$ cat src/core/oc_guard_pkg.sv
// Package: constants and carrier types for the four-port overcurrent guard.
// Assumes a single 100 MHz clock domain and a plain register port.
package oc_guard_pkg;
  localparam int          NUM_PORTS      = 4;
  localparam int          TIMER_W        = 16;
  localparam int          ADDR_W         = 4;
  localparam int          DATA_W         = 8;
  localparam int          CLK_MHZ        = 100;
  // Timing figures in microseconds, turned into cycles below
  localparam int          STARTUP_US     = 60;
  localparam int          STARTUP_CYC    = STARTUP_US * CLK_MHZ;
  localparam int          OVLD_UNIT_US   = 1;
  localparam int          OVLD_UNIT_CYC  = OVLD_UNIT_US * CLK_MHZ;
  // Recovery counts up one step per this many down-steps
  localparam logic [3:0]  RECOVER_DIV    = 4'h8;
  // Register offsets
  localparam logic [3:0]  REG_CONTROL    = 4'h0;
  localparam logic [3:0]  REG_HIGH_POWER = 4'h1;
  localparam logic [3:0]  REG_CUT_LO     = 4'h2;
  localparam logic [3:0]  REG_CUT_HI     = 4'h3;
  localparam logic [3:0]  REG_TIMING     = 4'h4;
  localparam logic [3:0]  REG_FAULT      = 4'h5;
  localparam logic [3:0]  REG_MASK       = 4'h6;
  localparam logic [3:0]  REG_PORT_ON    = 4'h7;
  localparam logic [3:0]  REG_CLASS      = 4'h8;
  // Field positions
  localparam int          CTL_SELF_BIT   = 0;
  localparam int          CTL_SMALL_BIT  = 1;
  localparam int          FLT_START_LSB  = 0;
  localparam int          FLT_OVLD_LSB   = 4;
  localparam logic [7:0]  RESET_ZERO     = 8'h00;
  localparam logic [11:0] CUT_RESET      = 12'h000;
  localparam logic [1:0]  CLASS_HIGH     = 2'h3;
  localparam logic [2:0]  CUT_SELF_LOW   = 3'h0;
  localparam logic [2:0]  CUT_SELF_HIGH  = 3'h6;

  typedef enum logic [1:0] {ST_OFF, ST_START, ST_ON} port_state_type;

  typedef struct packed {
    logic         at_inrush;
    logic         over_cut;
    logic         at_hard;
    logic         power_good;
    logic         short_det;
  } sense_type;

  typedef struct packed {
    logic         write;
    logic         read;
    logic [ADDR_W-1:0] addr;
    logic [DATA_W-1:0] data;
  } bus_req_type;

  // Mapping of the cut code to the nominal mA value
  function automatic logic [9:0] cut_ma(input logic [2:0] code);
    unique case (code)
      3'h0:    cut_ma = 10'd374;
      3'h1:    cut_ma = 10'd110;
      3'h2:    cut_ma = 10'd204;
      3'h3:    cut_ma = 10'd374;
      3'h4:    cut_ma = 10'd754;
      3'h5:    cut_ma = 10'd592;
      3'h6:    cut_ma = 10'd645;
      3'h7:    cut_ma = 10'd920;
    endcase
  endfunction
endpackage

$ cat src/core/oc_guard.sv
// Four-port overcurrent protection sequencer: start-up, overload-cut and hard-limit timers.
// Assumes analog comparators feed the sense inputs; they are asynchronous and synchronised here.
`timescale 1ns/10ps
module oc_guard
  import oc_guard_pkg::*;
#(
  parameter int N              = NUM_PORTS,
  parameter int STARTUP_CYCLES = STARTUP_CYC,
  parameter int OVLD_UNIT      = OVLD_UNIT_CYC
)(
  // Clock and reset
  input  wire logic              mclk_in,
  input  wire logic              rst_n_in,
  // Register port
  input  wire logic              wr_in,
  input  wire logic              rd_in,
  input  wire logic [ADDR_W-1:0] addr_in,
  input  wire logic [DATA_W-1:0] wdata_in,
  output logic      [DATA_W-1:0] rdata_out,
  // Per-port analog sense, asynchronous
  input  wire sense_type [N-1:0] sense_in,
  // Per-port drive
  output logic      [N-1:0]      port_on_out,
  output logic      [N-1:0]      inrush_limit_out,
  output logic      [N-1:0]      foldback_en_out,
  output logic      [N-1:0]      foldback_double_out,
  output logic      [N-1:0]      gate_zero_out,
  output logic      [N-1:0][2:0] cut_code_out,
  output logic                   small_sense_out,
  // Interrupt, active low level
  output logic                   irq_n_out
);
  // Register state
  logic [7:0]            ctl_q, ctl_d;
  logic [N-1:0]          hp_q, hp_d;
  logic [N-1:0][2:0]     cut_q, cut_d;
  logic [7:0]            tim_q, tim_d;
  logic [7:0]            mask_q, mask_d;
  logic [7:0]            clsd_q, clsd_d;
  logic [N-1:0]          start_f_q, start_f_d;
  logic [N-1:0]          ovld_f_q, ovld_f_d;
  logic [N-1:0]          lim_f_q, lim_f_d;
  logic [N-1:0]          req_on_q, req_on_d;
  logic [DATA_W-1:0]     rdata_q, rdata_d;
  logic                  irq_n_q, irq_n_d;
  // Sync stages
  sense_type [N-1:0]     s1_q, s2_q;
  // Port engines
  port_state_type [N-1:0] st_q, st_d;
  logic [N-1:0][TIMER_W-1:0] ovt_q, ovt_d, lmt_q, lmt_d, sut_q, sut_d;
  logic [N-1:0][15:0]    pre_q, pre_d;
  logic [N-1:0][3:0]     rdiv_q, rdiv_d;
  logic [N-1:0]          sup_start, sup_ovld, sup_lim;

  // Timeout in units from a 2-bit timing field
  function automatic logic [TIMER_W-1:0] tmax(input logic [1:0] f);
    tmax = TIMER_W'({f, 6'h3f}) + TIMER_W'(1);
  endfunction

  always_ff @(posedge mclk_in)
  begin
    s1_q <= sense_in;
    s2_q <= s1_q;
  end

  genvar p;
  generate
    for (p = 0; p < N; p++)
    begin : g_port
      always_comb
      begin
        st_d[p]      = st_q[p];
        sut_d[p]     = sut_q[p];
        ovt_d[p]     = ovt_q[p];
        lmt_d[p]     = lmt_q[p];
        pre_d[p]     = pre_q[p];
        rdiv_d[p]    = rdiv_q[p];
        sup_start[p] = 1'b0;
        sup_ovld[p]  = 1'b0;
        sup_lim[p]   = 1'b0;
        unique case (st_q[p])
          ST_OFF:
          begin
            if (req_on_q[p])
            begin
              st_d[p]  = ST_START;
              sut_d[p] = TIMER_W'(STARTUP_CYCLES);
              ovt_d[p] = tmax(tim_q[1:0]);
              lmt_d[p] = tmax(tim_q[3:2]);
              pre_d[p] = 16'h0000;
            end
          end
          ST_START:
          begin
            if (!req_on_q[p])
              st_d[p] = ST_OFF;
            else if (sut_q[p] > TIMER_W'(1))
              sut_d[p] = sut_q[p] - TIMER_W'(1);
            else if (s2_q[p].at_inrush)
            begin
              st_d[p]      = ST_OFF;
              sup_start[p] = 1'b1;
            end
            else
              st_d[p] = ST_ON;
          end
          ST_ON:
          begin
            // Prescaler ticks one timer unit; both timers share it per port
            pre_d[p] = (pre_q[p] >= 16'(OVLD_UNIT - 1)) ? 16'h0000 : pre_q[p] + 16'h0001;
            if (!req_on_q[p])
              st_d[p] = ST_OFF;
            else if (pre_q[p] >= 16'(OVLD_UNIT - 1))
            begin
              rdiv_d[p] = (rdiv_q[p] >= RECOVER_DIV - 4'h1) ? 4'h0 : rdiv_q[p] + 4'h1;
              if (s2_q[p].over_cut)
                ovt_d[p] = ovt_q[p] - TIMER_W'(1);
              else if (rdiv_q[p] == 4'h0 && ovt_q[p] < tmax(tim_q[1:0]))
                ovt_d[p] = ovt_q[p] + TIMER_W'(1);
              if (s2_q[p].at_hard && s2_q[p].power_good)
                lmt_d[p] = lmt_q[p] - TIMER_W'(1);
              else if (rdiv_q[p] == 4'h0 && lmt_q[p] < tmax(tim_q[3:2]))
                lmt_d[p] = lmt_q[p] + TIMER_W'(1);
              if (s2_q[p].over_cut && ovt_q[p] == TIMER_W'(1))
              begin
                st_d[p]     = ST_OFF;
                sup_ovld[p] = 1'b1;
              end
              if (s2_q[p].at_hard && s2_q[p].power_good && lmt_q[p] == TIMER_W'(1))
              begin
                st_d[p]    = ST_OFF;
                sup_lim[p] = 1'b1;
              end
            end
          end
        endcase
      end

      always_ff @(posedge mclk_in)
      begin
        if (!rst_n_in)
        begin
          st_q[p]   <= ST_OFF;
          sut_q[p]  <= '0;
          ovt_q[p]  <= '0;
          lmt_q[p]  <= '0;
          pre_q[p]  <= '0;
          rdiv_q[p] <= '0;
        end
        else
        begin
          st_q[p]   <= st_d[p];
          sut_q[p]  <= sut_d[p];
          ovt_q[p]  <= ovt_d[p];
          lmt_q[p]  <= lmt_d[p];
          pre_q[p]  <= pre_d[p];
          rdiv_q[p] <= rdiv_d[p];
        end
      end

      // Outputs registered from next state (foldback double from hp_q) so they stand straight from flops
      always_ff @(posedge mclk_in)
      begin
        if (!rst_n_in)
        begin
          port_on_out[p]         <= 1'b0;
          inrush_limit_out[p]    <= 1'b0;
          foldback_en_out[p]     <= 1'b0;
          foldback_double_out[p] <= 1'b0;
          gate_zero_out[p]       <= 1'b0;
        end
        else
        begin
          port_on_out[p]         <= (st_d[p] != ST_OFF);
          inrush_limit_out[p]    <= (st_d[p] == ST_START);
          foldback_en_out[p]     <= (st_d[p] == ST_ON) && s2_q[p].power_good;
          foldback_double_out[p] <= hp_q[p];
          gate_zero_out[p]       <= (st_d[p] == ST_ON) && s2_q[p].short_det;
        end
      end
    end
  endgenerate

  // Register file and self-managed programming
  always_comb
  begin
    ctl_d    = ctl_q;
    hp_d     = hp_q;
    cut_d    = cut_q;
    tim_d    = tim_q;
    mask_d   = mask_q;
    clsd_d   = clsd_q;
    req_on_d = req_on_q;
    rdata_d  = RESET_ZERO;
    if (wr_in)
    begin
      unique case (addr_in)
        REG_CONTROL:    ctl_d = wdata_in;
        REG_HIGH_POWER: hp_d = wdata_in[N-1:0];
        REG_CUT_LO:     {cut_d[1], cut_d[0]} = {wdata_in[6:4], wdata_in[2:0]};
        REG_CUT_HI:     {cut_d[3], cut_d[2]} = {wdata_in[6:4], wdata_in[2:0]};
        REG_TIMING:     tim_d = wdata_in;
        REG_MASK:       mask_d = wdata_in;
        REG_PORT_ON:    req_on_d = wdata_in[N-1:0];
        REG_CLASS:      clsd_d = wdata_in;
        default:        ;
      endcase
    end
    for (int i = 0; i < N; i++)
    begin
      if (st_d[i] == ST_OFF && st_q[i] != ST_OFF)
        req_on_d[i] = 1'b0;
      // Self-managed: settings fixed from class while still off
      if (ctl_q[CTL_SELF_BIT] && st_q[i] == ST_OFF)
      begin
        hp_d[i]  = (clsd_q[2*i +: 2] == CLASS_HIGH);
        cut_d[i] = hp_d[i] ? CUT_SELF_HIGH : CUT_SELF_LOW;
      end
    end
    if (rd_in)
    begin
      unique case (addr_in)
        REG_CONTROL:    rdata_d = ctl_q;
        REG_HIGH_POWER: rdata_d = DATA_W'(hp_q);
        REG_CUT_LO:     rdata_d = {1'b0, cut_q[1], 1'b0, cut_q[0]};
        REG_CUT_HI:     rdata_d = {1'b0, cut_q[3], 1'b0, cut_q[2]};
        REG_TIMING:     rdata_d = tim_q;
        REG_FAULT:      rdata_d = {ovld_f_q, start_f_q};
        REG_MASK:       rdata_d = mask_q;
        REG_PORT_ON:    rdata_d = DATA_W'(req_on_q);
        REG_CLASS:      rdata_d = DATA_W'(lim_f_q);
        default:        rdata_d = RESET_ZERO;
      endcase
    end
    // Read clears, but a same-cycle event still wins
    start_f_d = (rd_in && addr_in == REG_FAULT) ? '0 : start_f_q;
    ovld_f_d  = (rd_in && addr_in == REG_FAULT) ? '0 : ovld_f_q;
    lim_f_d   = (rd_in && addr_in == REG_CLASS) ? '0 : lim_f_q;
    start_f_d = start_f_d | sup_start;
    ovld_f_d  = ovld_f_d | sup_ovld;
    lim_f_d   = lim_f_d | sup_lim;
    irq_n_d   = ~(|({ovld_f_d, start_f_d} & mask_q) | |(lim_f_d & ctl_q[7:4]));
  end

  always_ff @(posedge mclk_in)
  begin
    if (!rst_n_in)
    begin
      ctl_q     <= RESET_ZERO;
      hp_q      <= '0;
      cut_q     <= CUT_RESET;
      tim_q     <= RESET_ZERO;
      mask_q    <= RESET_ZERO;
      clsd_q    <= RESET_ZERO;
      req_on_q  <= '0;
      start_f_q <= '0;
      ovld_f_q  <= '0;
      lim_f_q   <= '0;
      rdata_q   <= RESET_ZERO;
      irq_n_q   <= 1'b1;
    end
    else
    begin
      ctl_q     <= ctl_d;
      hp_q      <= hp_d;
      cut_q     <= cut_d;
      tim_q     <= tim_d;
      mask_q    <= mask_d;
      clsd_q    <= clsd_d;
      req_on_q  <= req_on_d;
      start_f_q <= start_f_d;
      ovld_f_q  <= ovld_f_d;
      lim_f_q   <= lim_f_d;
      rdata_q   <= rdata_d;
      irq_n_q   <= irq_n_d;
    end
  end

  assign rdata_out       = rdata_q;
  assign irq_n_out       = irq_n_q;
  assign cut_code_out    = cut_q;
  assign small_sense_out = ctl_q[CTL_SMALL_BIT];

  a_inrush_hold: assert property (@(posedge mclk_in) disable iff (!rst_n_in)
    (st_q[0] == ST_START && sut_q[0] > TIMER_W'(1) && req_on_q[0])
    |=> st_q[0] == ST_START && inrush_limit_out[0])
    else $error("inrush limit not held in start-up");
  a_start_fault: assert property (@(posedge mclk_in) disable iff (!rst_n_in)
    sup_start[0] |=> start_f_q[0] && st_q[0] == ST_OFF)
    else $error("start-up fault not flagged");
  a_no_tier_start: assert property (@(posedge mclk_in) disable iff (!rst_n_in)
    (st_q[1] == ST_START) |-> !sup_ovld[1] && !sup_lim[1])
    else $error("tier acted during start-up");
  a_ovld_fault: assert property (@(posedge mclk_in) disable iff (!rst_n_in)
    sup_ovld[1] |=> ovld_f_q[1] && !port_on_out[1])
    else $error("overload expiry not handled");
  a_ovld_sat: assert property (@(posedge mclk_in) disable iff (!rst_n_in)
    (st_q[3] == ST_ON) |-> ovt_q[3] <= tmax(tim_q[1:0]))
    else $error("overload timer above max");
  a_lim_sat: assert property (@(posedge mclk_in) disable iff (!rst_n_in)
    (st_q[2] == ST_ON && $stable(tim_q)) |-> lmt_q[2] <= tmax(tim_q[3:2]))
    else $error("limit timer above max");
  a_lim_fault: assert property (@(posedge mclk_in) disable iff (!rst_n_in)
    sup_lim[2] |=> lim_f_q[2] && !port_on_out[2])
    else $error("limit expiry not handled");
  a_flag_sticky: assert property (@(posedge mclk_in) disable iff (!rst_n_in)
    (ovld_f_q[1] && !(rd_in && addr_in == REG_FAULT)) |=> ovld_f_q[1])
    else $error("fault flag dropped without clear");
  a_fold_pg: assert property (@(posedge mclk_in) disable iff (!rst_n_in)
    foldback_en_out[3] |-> port_on_out[3] && !inrush_limit_out[3])
    else $error("foldback while off");
  c_start_fail: cover property (@(posedge mclk_in) sup_start[0]);
  c_ovld_trip: cover property (@(posedge mclk_in) sup_ovld[1]);
  c_lim_trip: cover property (@(posedge mclk_in) sup_lim[2]);
  c_irq: cover property (@(posedge mclk_in) !irq_n_q);
endmodule // oc_guard

$ cat config.mk
export PLATFORM = sky130hd
export DESIGN_NAME = oc_guard
export DESIGN_NICKNAME = d
export VERILOG_FILES = /design/src/core/oc_guard_pkg.sv /design/src/core/oc_guard.sv
export SDC_FILE = /design/constraint.sdc
export NUM_CORES = 1
export LEC_CHECK = 0
export ABC_AREA = 1
export BUFFER_PORTS_ARGS = -buffer_cell sky130_fd_sc_hd__buf_4
export CORE_AREA = 5 5 219 221
export DETAILED_ROUTE_END_ITERATION = 10
export DIE_AREA = 0 0 224 226
export PLACE_DENSITY = 0.7
export SLEW_MARGIN = 20
export SYNTH_ARGS = -nofsm -noshare
export SYNTH_HDL_FRONTEND = slang
export SYNTH_SLANG_ARGS = --single-unit
$ cat constraint.sdc
create_clock -name mclk_in -period 5.3 [get_ports mclk_in]
set_input_delay 0.265 -clock mclk_in [delete_from_list [all_inputs] [get_ports mclk_in]]
set_output_delay 0.265 -clock mclk_in [all_outputs]
set_load 0.05 [all_outputs]
After elaboration in Yosys (flattened, before gate mapping)
Index checks and enable logic that the tools add are counted.
- register bits after elaboration: 413
- bits of input ports: 36
- output and inout bits: 42
- word-level logic and storage cells: 531
- add/subtract/negate cells: 30
- $lt $le $gt $ge: 20
- equality and inequality tests: 64
- mux-type cells: 185
- bitwise gates (word level): 8
- reduce and logical (&&, ||, !) cells: 119
- operators by type and width (operator ; count):
    16-bit 2-to-1 mux ; 60
    16-bit one-hot mux with 2 select lines ; 16
    16-bit by 1-bit adder with 16-bit output, second input constant ; 12
    16-bit by 1-bit subtractor with 16-bit output, second input constant ; 12
    16-bit by 1-bit == test with 1-bit output, second input constant ; 8
    16-bit less-than comparator ; 6
    8-bit one-hot mux with 9 select lines ; 1
    16-bit by 7-bit greater-or-equal comparator with 1-bit output, second input constant ; 4
    16-bit by 1-bit greater-than comparator with 1-bit output, second input constant ; 4
    2-bit 2-to-1 mux ; 32
    2-bit nonzero test ; 28
    1-bit 2-to-1 mux ; 52
    2-bit inequality test, second input constant ; 20
    5-bit AND reduction ; 8
    1-bit logical AND ; 38
    4-bit 2-to-1 mux ; 9
    2-bit AND reduction ; 18
    16-bit by 9-bit less-than comparator with 1-bit output ; 2
    2-bit == test, second input constant ; 12
    3-bit 2-to-1 mux ; 8
    3-bit inequality test, second input constant ; 8
    2-bit one-hot mux with 3 select lines ; 4
    4-bit logical NOT ; 5
    8-bit by 1-bit adder with 9-bit output, second input constant ; 2
    20 further kinds ; 57

Logic depth before layout (Yosys ltp)
- depth in word-level cells: 11
- gate-level depth with buffers: 15
- gate-level depth less buffers: 14

Worst setup path after synthesis
No wires, ideal clock.
- kind: register to register
- start: reg tim_q[2]
- end: reg lmt_q[2] (netlist name)
- setup time: 140 ps
- data arrival time: 1951 ps
- data required time: 5160 ps
- path slack: 3210 ps
- cell stages (with the launch flop): 15
- path buffers: 1
- period minus slack after synthesis: 2090 ps
- path through: dfxtp_1 -> ha_1 -> inv_1 -> ha_1 -> a21oi_1 -> nand2_1 -> nand2_1 -> nand2_1 -> nand2_1 -> nand2_4 -> nand2_1 -> nand2_2 -> buf_6 -> nand2_1 -> a21oi_1
- longest elaborated chain between the ends: 5
- ends and longest elaborated chain (item ; line ; source):
    from (decl) ; oc_guard.sv:37 ; logic [7:0] tim_q, tim_d;
    from (signal assigned) ; oc_guard.sv:267 ; tim_q <= tim_d;
    8-bit by 1-bit adder with 9-bit output ; oc_guard.sv:57 ; tmax = TIMER_W'({f, 6'h3f}) + TIMER_W'(1);
    16-bit less-than comparator ; oc_guard.sv:122 ; else if (rdiv_q[p] == 4'h0 && lmt_q[p] < tmax(tim_q[3:2]))
    1-bit logical AND ; oc_guard.sv:122 ;
    3-bit inequality test (no line) ; - ;
    5-bit AND reduction (no line) ; - ;
    to (signal, indexed assignment) ; oc_guard.sv:155 ; lmt_q[p] <= lmt_d[p];
    to (decl) ; oc_guard.sv:50 ; logic [N-1:0][TIMER_W-1:0] ovt_q, ovt_d, lmt_q, lmt_d, sut_q, sut_d;
No other way between the ends.
A chain may end at the register's enable or synchronous reset.

Worst setup path after layout
- start: reg tim_q[0]
- end: reg ovt_q[58] (netlist name)
- longest elaborated chain between the ends: 5
- ends and longest elaborated chain (item ; line ; source):
    8-bit by 1-bit adder with 9-bit output ; oc_guard.sv:57 ;
    16-bit by 9-bit less-than comparator with 1-bit output ; oc_guard.sv:118 ; else if (rdiv_q[p] == 4'h0 && ovt_q[p] < tmax(tim_q[1:0]))
    1-bit logical AND ; oc_guard.sv:118 ;
    3-bit inequality test (no line) ; - ;
    5-bit AND reduction (no line) ; - ;
    to (signal, indexed assignment) ; oc_guard.sv:154 ; ovt_q[p] <= ovt_d[p];
    to (decl) ; oc_guard.sv:50 ;
No other way between the ends.

==> results by group <==
Yosys
  • Post-synth top area share: approximately a third
  • Synth Instances: about 3900
  • Seq/Total Area, Yosys: 33.2%
  • Average size of a mapped cell: approximately 6.4 um2
  • Ys async rst share: 0%
  • #FFs+latches synth: just over 400
  • Ranking of synthesized cells by area: dfxtp_1 (33%), nand2_1 (16%), nor2_1 (9.3%), inv_1 (5.7%), a21oi_1 (5.2%)
  • Mapped Area: about 25000 um2
  • Synth area leader: dfxtp_1
  • EDFF count, synth: 0
  • Yosys warns: 0
  • Netlist cell types: 54
  • Post-synth top flop: dfxtp_1
  • Synthesized net count: about 4000

Clocking
  • CTS tree: done
  • Clock Sinks: between 400 and 500
  • Post-cts sizing count: 0
  • Clock-pin slew on the worst setup and hold paths: 60 ps
  • H-Tree Depth: 2
  • TritonCTS Buffers: 48
  • CTS Root Cell: clkbuf_16
  • Worst-skew pair later-pin latency: around 590 ps
  • Max Buffers Root-to-Sink: 3

Layout
  • Fillers: roughly 4500
  • Layout cells sized above 1: under 10%
  • Final nets: between 3000 and 4000
  • Synth-to-Final Area Change: 10.1%

Timing
  • Worst slew margin: between 30% and 40%
  • Tmin final: roughly 2900 ps
  • RSZ-0062 raised after global routing: false
  • Final TNS setup: 0 ps
  • Peak Freq: between 0.3 and 0.4 GHz
  • Number of hold violations in the final report: 0
  • Setup ws final: between 2000 and 2500 ps
  • Final Skew: ~23 ps
  • Final setup vio count: 0
  • Tcrit/Tclk final: 54.9%
  • Final Max Slew Viols: 0
  • Measured slew at the worst slew-check pin: ~930 ps

Setup path
  • Endpoint class of the critical path: register
  • R2r startpoint: tim_q[0]$_SDFFE_PN0P_
  • R2R Path End: ovt_q[58]$_SDFFE_PN0P_
  • Startpoint types: register
  • CP max FO: 17
  • Most frequent cell on the critical path: nand3_1
  • Crit path cell chain: ha_1 > inv_1 > ha_1 > o21ai_0 > nand2_1 > nand2_1 > nand3_1 > nand3_1 > nand2_2 > inv_2 > nand3_1 > nor2_1 > nor2_1
  • Slowest CP cell: dfxtp_1
  • Reg2reg path depth: 13
  • Req. time, crit path: just under 6000 ps
  • Worst EP arrival: 3380 ps
  • Worst path bufs/invs: 2
  • R2R Setup Slk: approximately 2400 ps
  • Largest stage delay, worst path: 690 ps
  • WS Path Type: register to register
  • CP delay by family, top: simple AND/OR/NAND/NOR gates

Drt
  • Wire per inst: around 14 um
  • # DRC: 0
  • Initial DRT Pass Iterations: 5
  • DR iter-0 viols: between 1500 and 2000
  • Post-route ant nets: 0
  • Via density: 5.27
  • Wirelength, routed: around 64000 um
  • DR vias: around 24000

Min path
  • Sink of the worst hold path: mask_q[6]$_SDFFE_PN0P_
  • Worst Hold Class: primary input to register
  • Hold Crit Depth: 3
  • Hold Path Origin: wdata_in[6]

Die
  • Chip width: 224 um
  • # rows: just under 80
  • Core footprint: approximately 46000 um2
  • I/O pins: 78
  • Die span in y: between 200 and 250 um
  • Die area: between 50000 and 60000 um2
  • Initial Util: between 50 and 60%

Global routing
  • Grt peak-use layer: met2
  • Met3 Track Usage GR: 3.04%
  • Number of global-route vias before repair: 21800
  • Initial antenna violation count: 2
  • GRT overflow: 0
  • Largest net degree at the start of global routing: 108
  • Met2 Resource Use GR: 41.2%
  • Met1 usage: 34.2%
  • Total GRT Usage: 24.9%
  • Global-route wire length before repair: between 100000 and 150000 um

Power
  • Pwr/cell area: around 270 nW/um2
  • Leak: between 10 and 15 nW
  • VDD IR max: 0.265 mV

Flow run
  • Total of max-cap violations: 0

Placed design
  • Buffers on Ports: a little under 80
  • Gpl congestion: 0.942
  • Worst slack, placed: between 2000 and 2500 ps
  • Dpl hpwl: between 40000 and 50000 um

Run status
  • Status: finished, final reports clean
flip-flops by register name (all words and copies together) (netlist names), 8 cells and up:
name and count:
cut_code_out 12, s1_q 20, ctl_q 8, pre_q 64, s2_q 20, ovt_q 64
tim_q 8, mask_q 8, st_q 8, clsd_q 8, lmt_q 64, rdiv_q 16
sut_q 64, rdata_out 8
timing repair:
| action | CTS | global route |
|---|---|---|
| setup endpoints to repair | 0 | 0 |
| hold buffers | 27 | 0 |
| hold endpoints to repair | 35 | 0 |
| setup buffers | 0 | 0 |
cell usage after synthesis, types with 22 or more instances:
cell type / number
buf_2: 54
xor2_1: 125
o21ai_0: 179
nand3_1: 191
nand2_1: 1054
a21oi_1: 257
nor3_1: 82
nand4_1: 69
nor2_1: 619
ha_1: 82
dfxtp_1: 413
clkbuf_1: 58
nand2_2: 22
a211oi_1: 26
inv_1: 376
layout make-up:
type	instances	area [um2]	area share (%)
timing repair buffer	111	901	3.29
clock inverter	26	345	1.26
inverter	398	1510	5.51
sequential	413	8270	30.2
multi-input combinational	2904	14300	52.1
tap	607	759	2.77
antenna	2	5.00	0.0183
clock buffer	61	1340	4.89
power by group:
| group | internal [W] | switching, W | total (W) |
|---|---|---|---|
| Sequential | 0.00316 | 0.0000579 | 0.00322 |
| Clock | 0.00214 | 0.00137 | 0.00350 |
| Combinational | 0.000242 | 0.000468 | 0.000710 |
cells in the final DEF, fill, tap and decap left out, types with 9 or more instances in the layout:
master         instances
nand3_1              191
nor3b_1               10
clkbuf_8               9
nand2_2               22
dfxtp_1              413
or2_2                 14
nand4_1               69
nand3b_1              17
inv_2                 17
a211oi_1              26
buf_4                 84
o21ai_0              179
a31oi_1               16
o22ai_1                9
nand2_4               10
nand2_1             1054
nor2_1               619
xor2_1               125
ha_1                  82
inv_1                375
nor3_1                82
o21ai_1               17
clkinv_2              13
a21oi_1              257
a21oi_2               14
clkbuf_16             48
dlygate4sd3_1         27
xnor2_1               18
nor2_2                20
stage by stage:
| stage | hold slack (ps) | power (W) | cell area, um2 | std cells | util [%] |
|---|---|---|---|---|---|
| finish | 33.0 | 0.00743 | 27400 | 4522 | 59.6 |
| global route | 17.0 | 0.00772 | 27400 | 4520 | 59.6 |
| CTS | 4.03 | 0.00750 | 27400 | 4520 | 59.6 |
| detailed placement | 312 | 0.00397 | 25400 | 4406 | 55.4 |
| global placement | 311 | 0.00397 | 25400 | 4406 | 55.4 |
| floorplan | 293 | 0.00380 | 24900 | 3863 | - |
layer usage:
| metal | routed length, um | vias to the layer above |
|---|---|---|
| met4 | 1940 | 0 |
| met3 | 3340 | 126 |
| li1 | - | 12400 |
| met1 | 30000 | 10700 |
| met5 | 0 | - |
| met2 | 29200 | 615 |
worst min-delay path: cells and delay by family:
kind / cells / cell delay, ps
AOI/OAI and AO/OA: 2 / 190
buffers and inverters: 1 / 130
worst max path at each step:
stage,endpoint,cells past startpoint,from,slack (ps)
3_5_place_dp,ovt_q[63]$_SDFFE_PN0P_,14,tim_q[0]$_SDFFE_PN0P_,2430
6_report,ovt_q[58]$_SDFFE_PN0P_,13,tim_q[0]$_SDFFE_PN0P_,2390
4_1_cts,ovt_q[57]$_SDFFE_PN0P_,14,tim_q[0]$_SDFFE_PN0P_,2400
2_1_floorplan,lmt_q[2]$_SDFFE_PN0P_,14,tim_q[2]$_SDFFE_PN0P_,3210
3_3_place_gp,ovt_q[63]$_SDFFE_PN0P_,13,tim_q[0]$_SDFFE_PN0P_,2490
5_1_grt,ovt_q[57]$_SDFFE_PN0P_,14,tim_q[0]$_SDFFE_PN0P_,2090
logic make-up after synthesis:
family                   after synthesis  share of synthesized area [%]
AND/OR/NAND/NOR                     2130                           36.1
AO/OA/AOI/OAI                        549                           12.2
buffers and inverters                546                           9.39
flip-flops                           413                           33.2
XOR/XNOR                             143                           5.03
adder cells (fa/ha/maj)               82                           4.12
No activity file was read; power rests on OpenSTA's default activity.
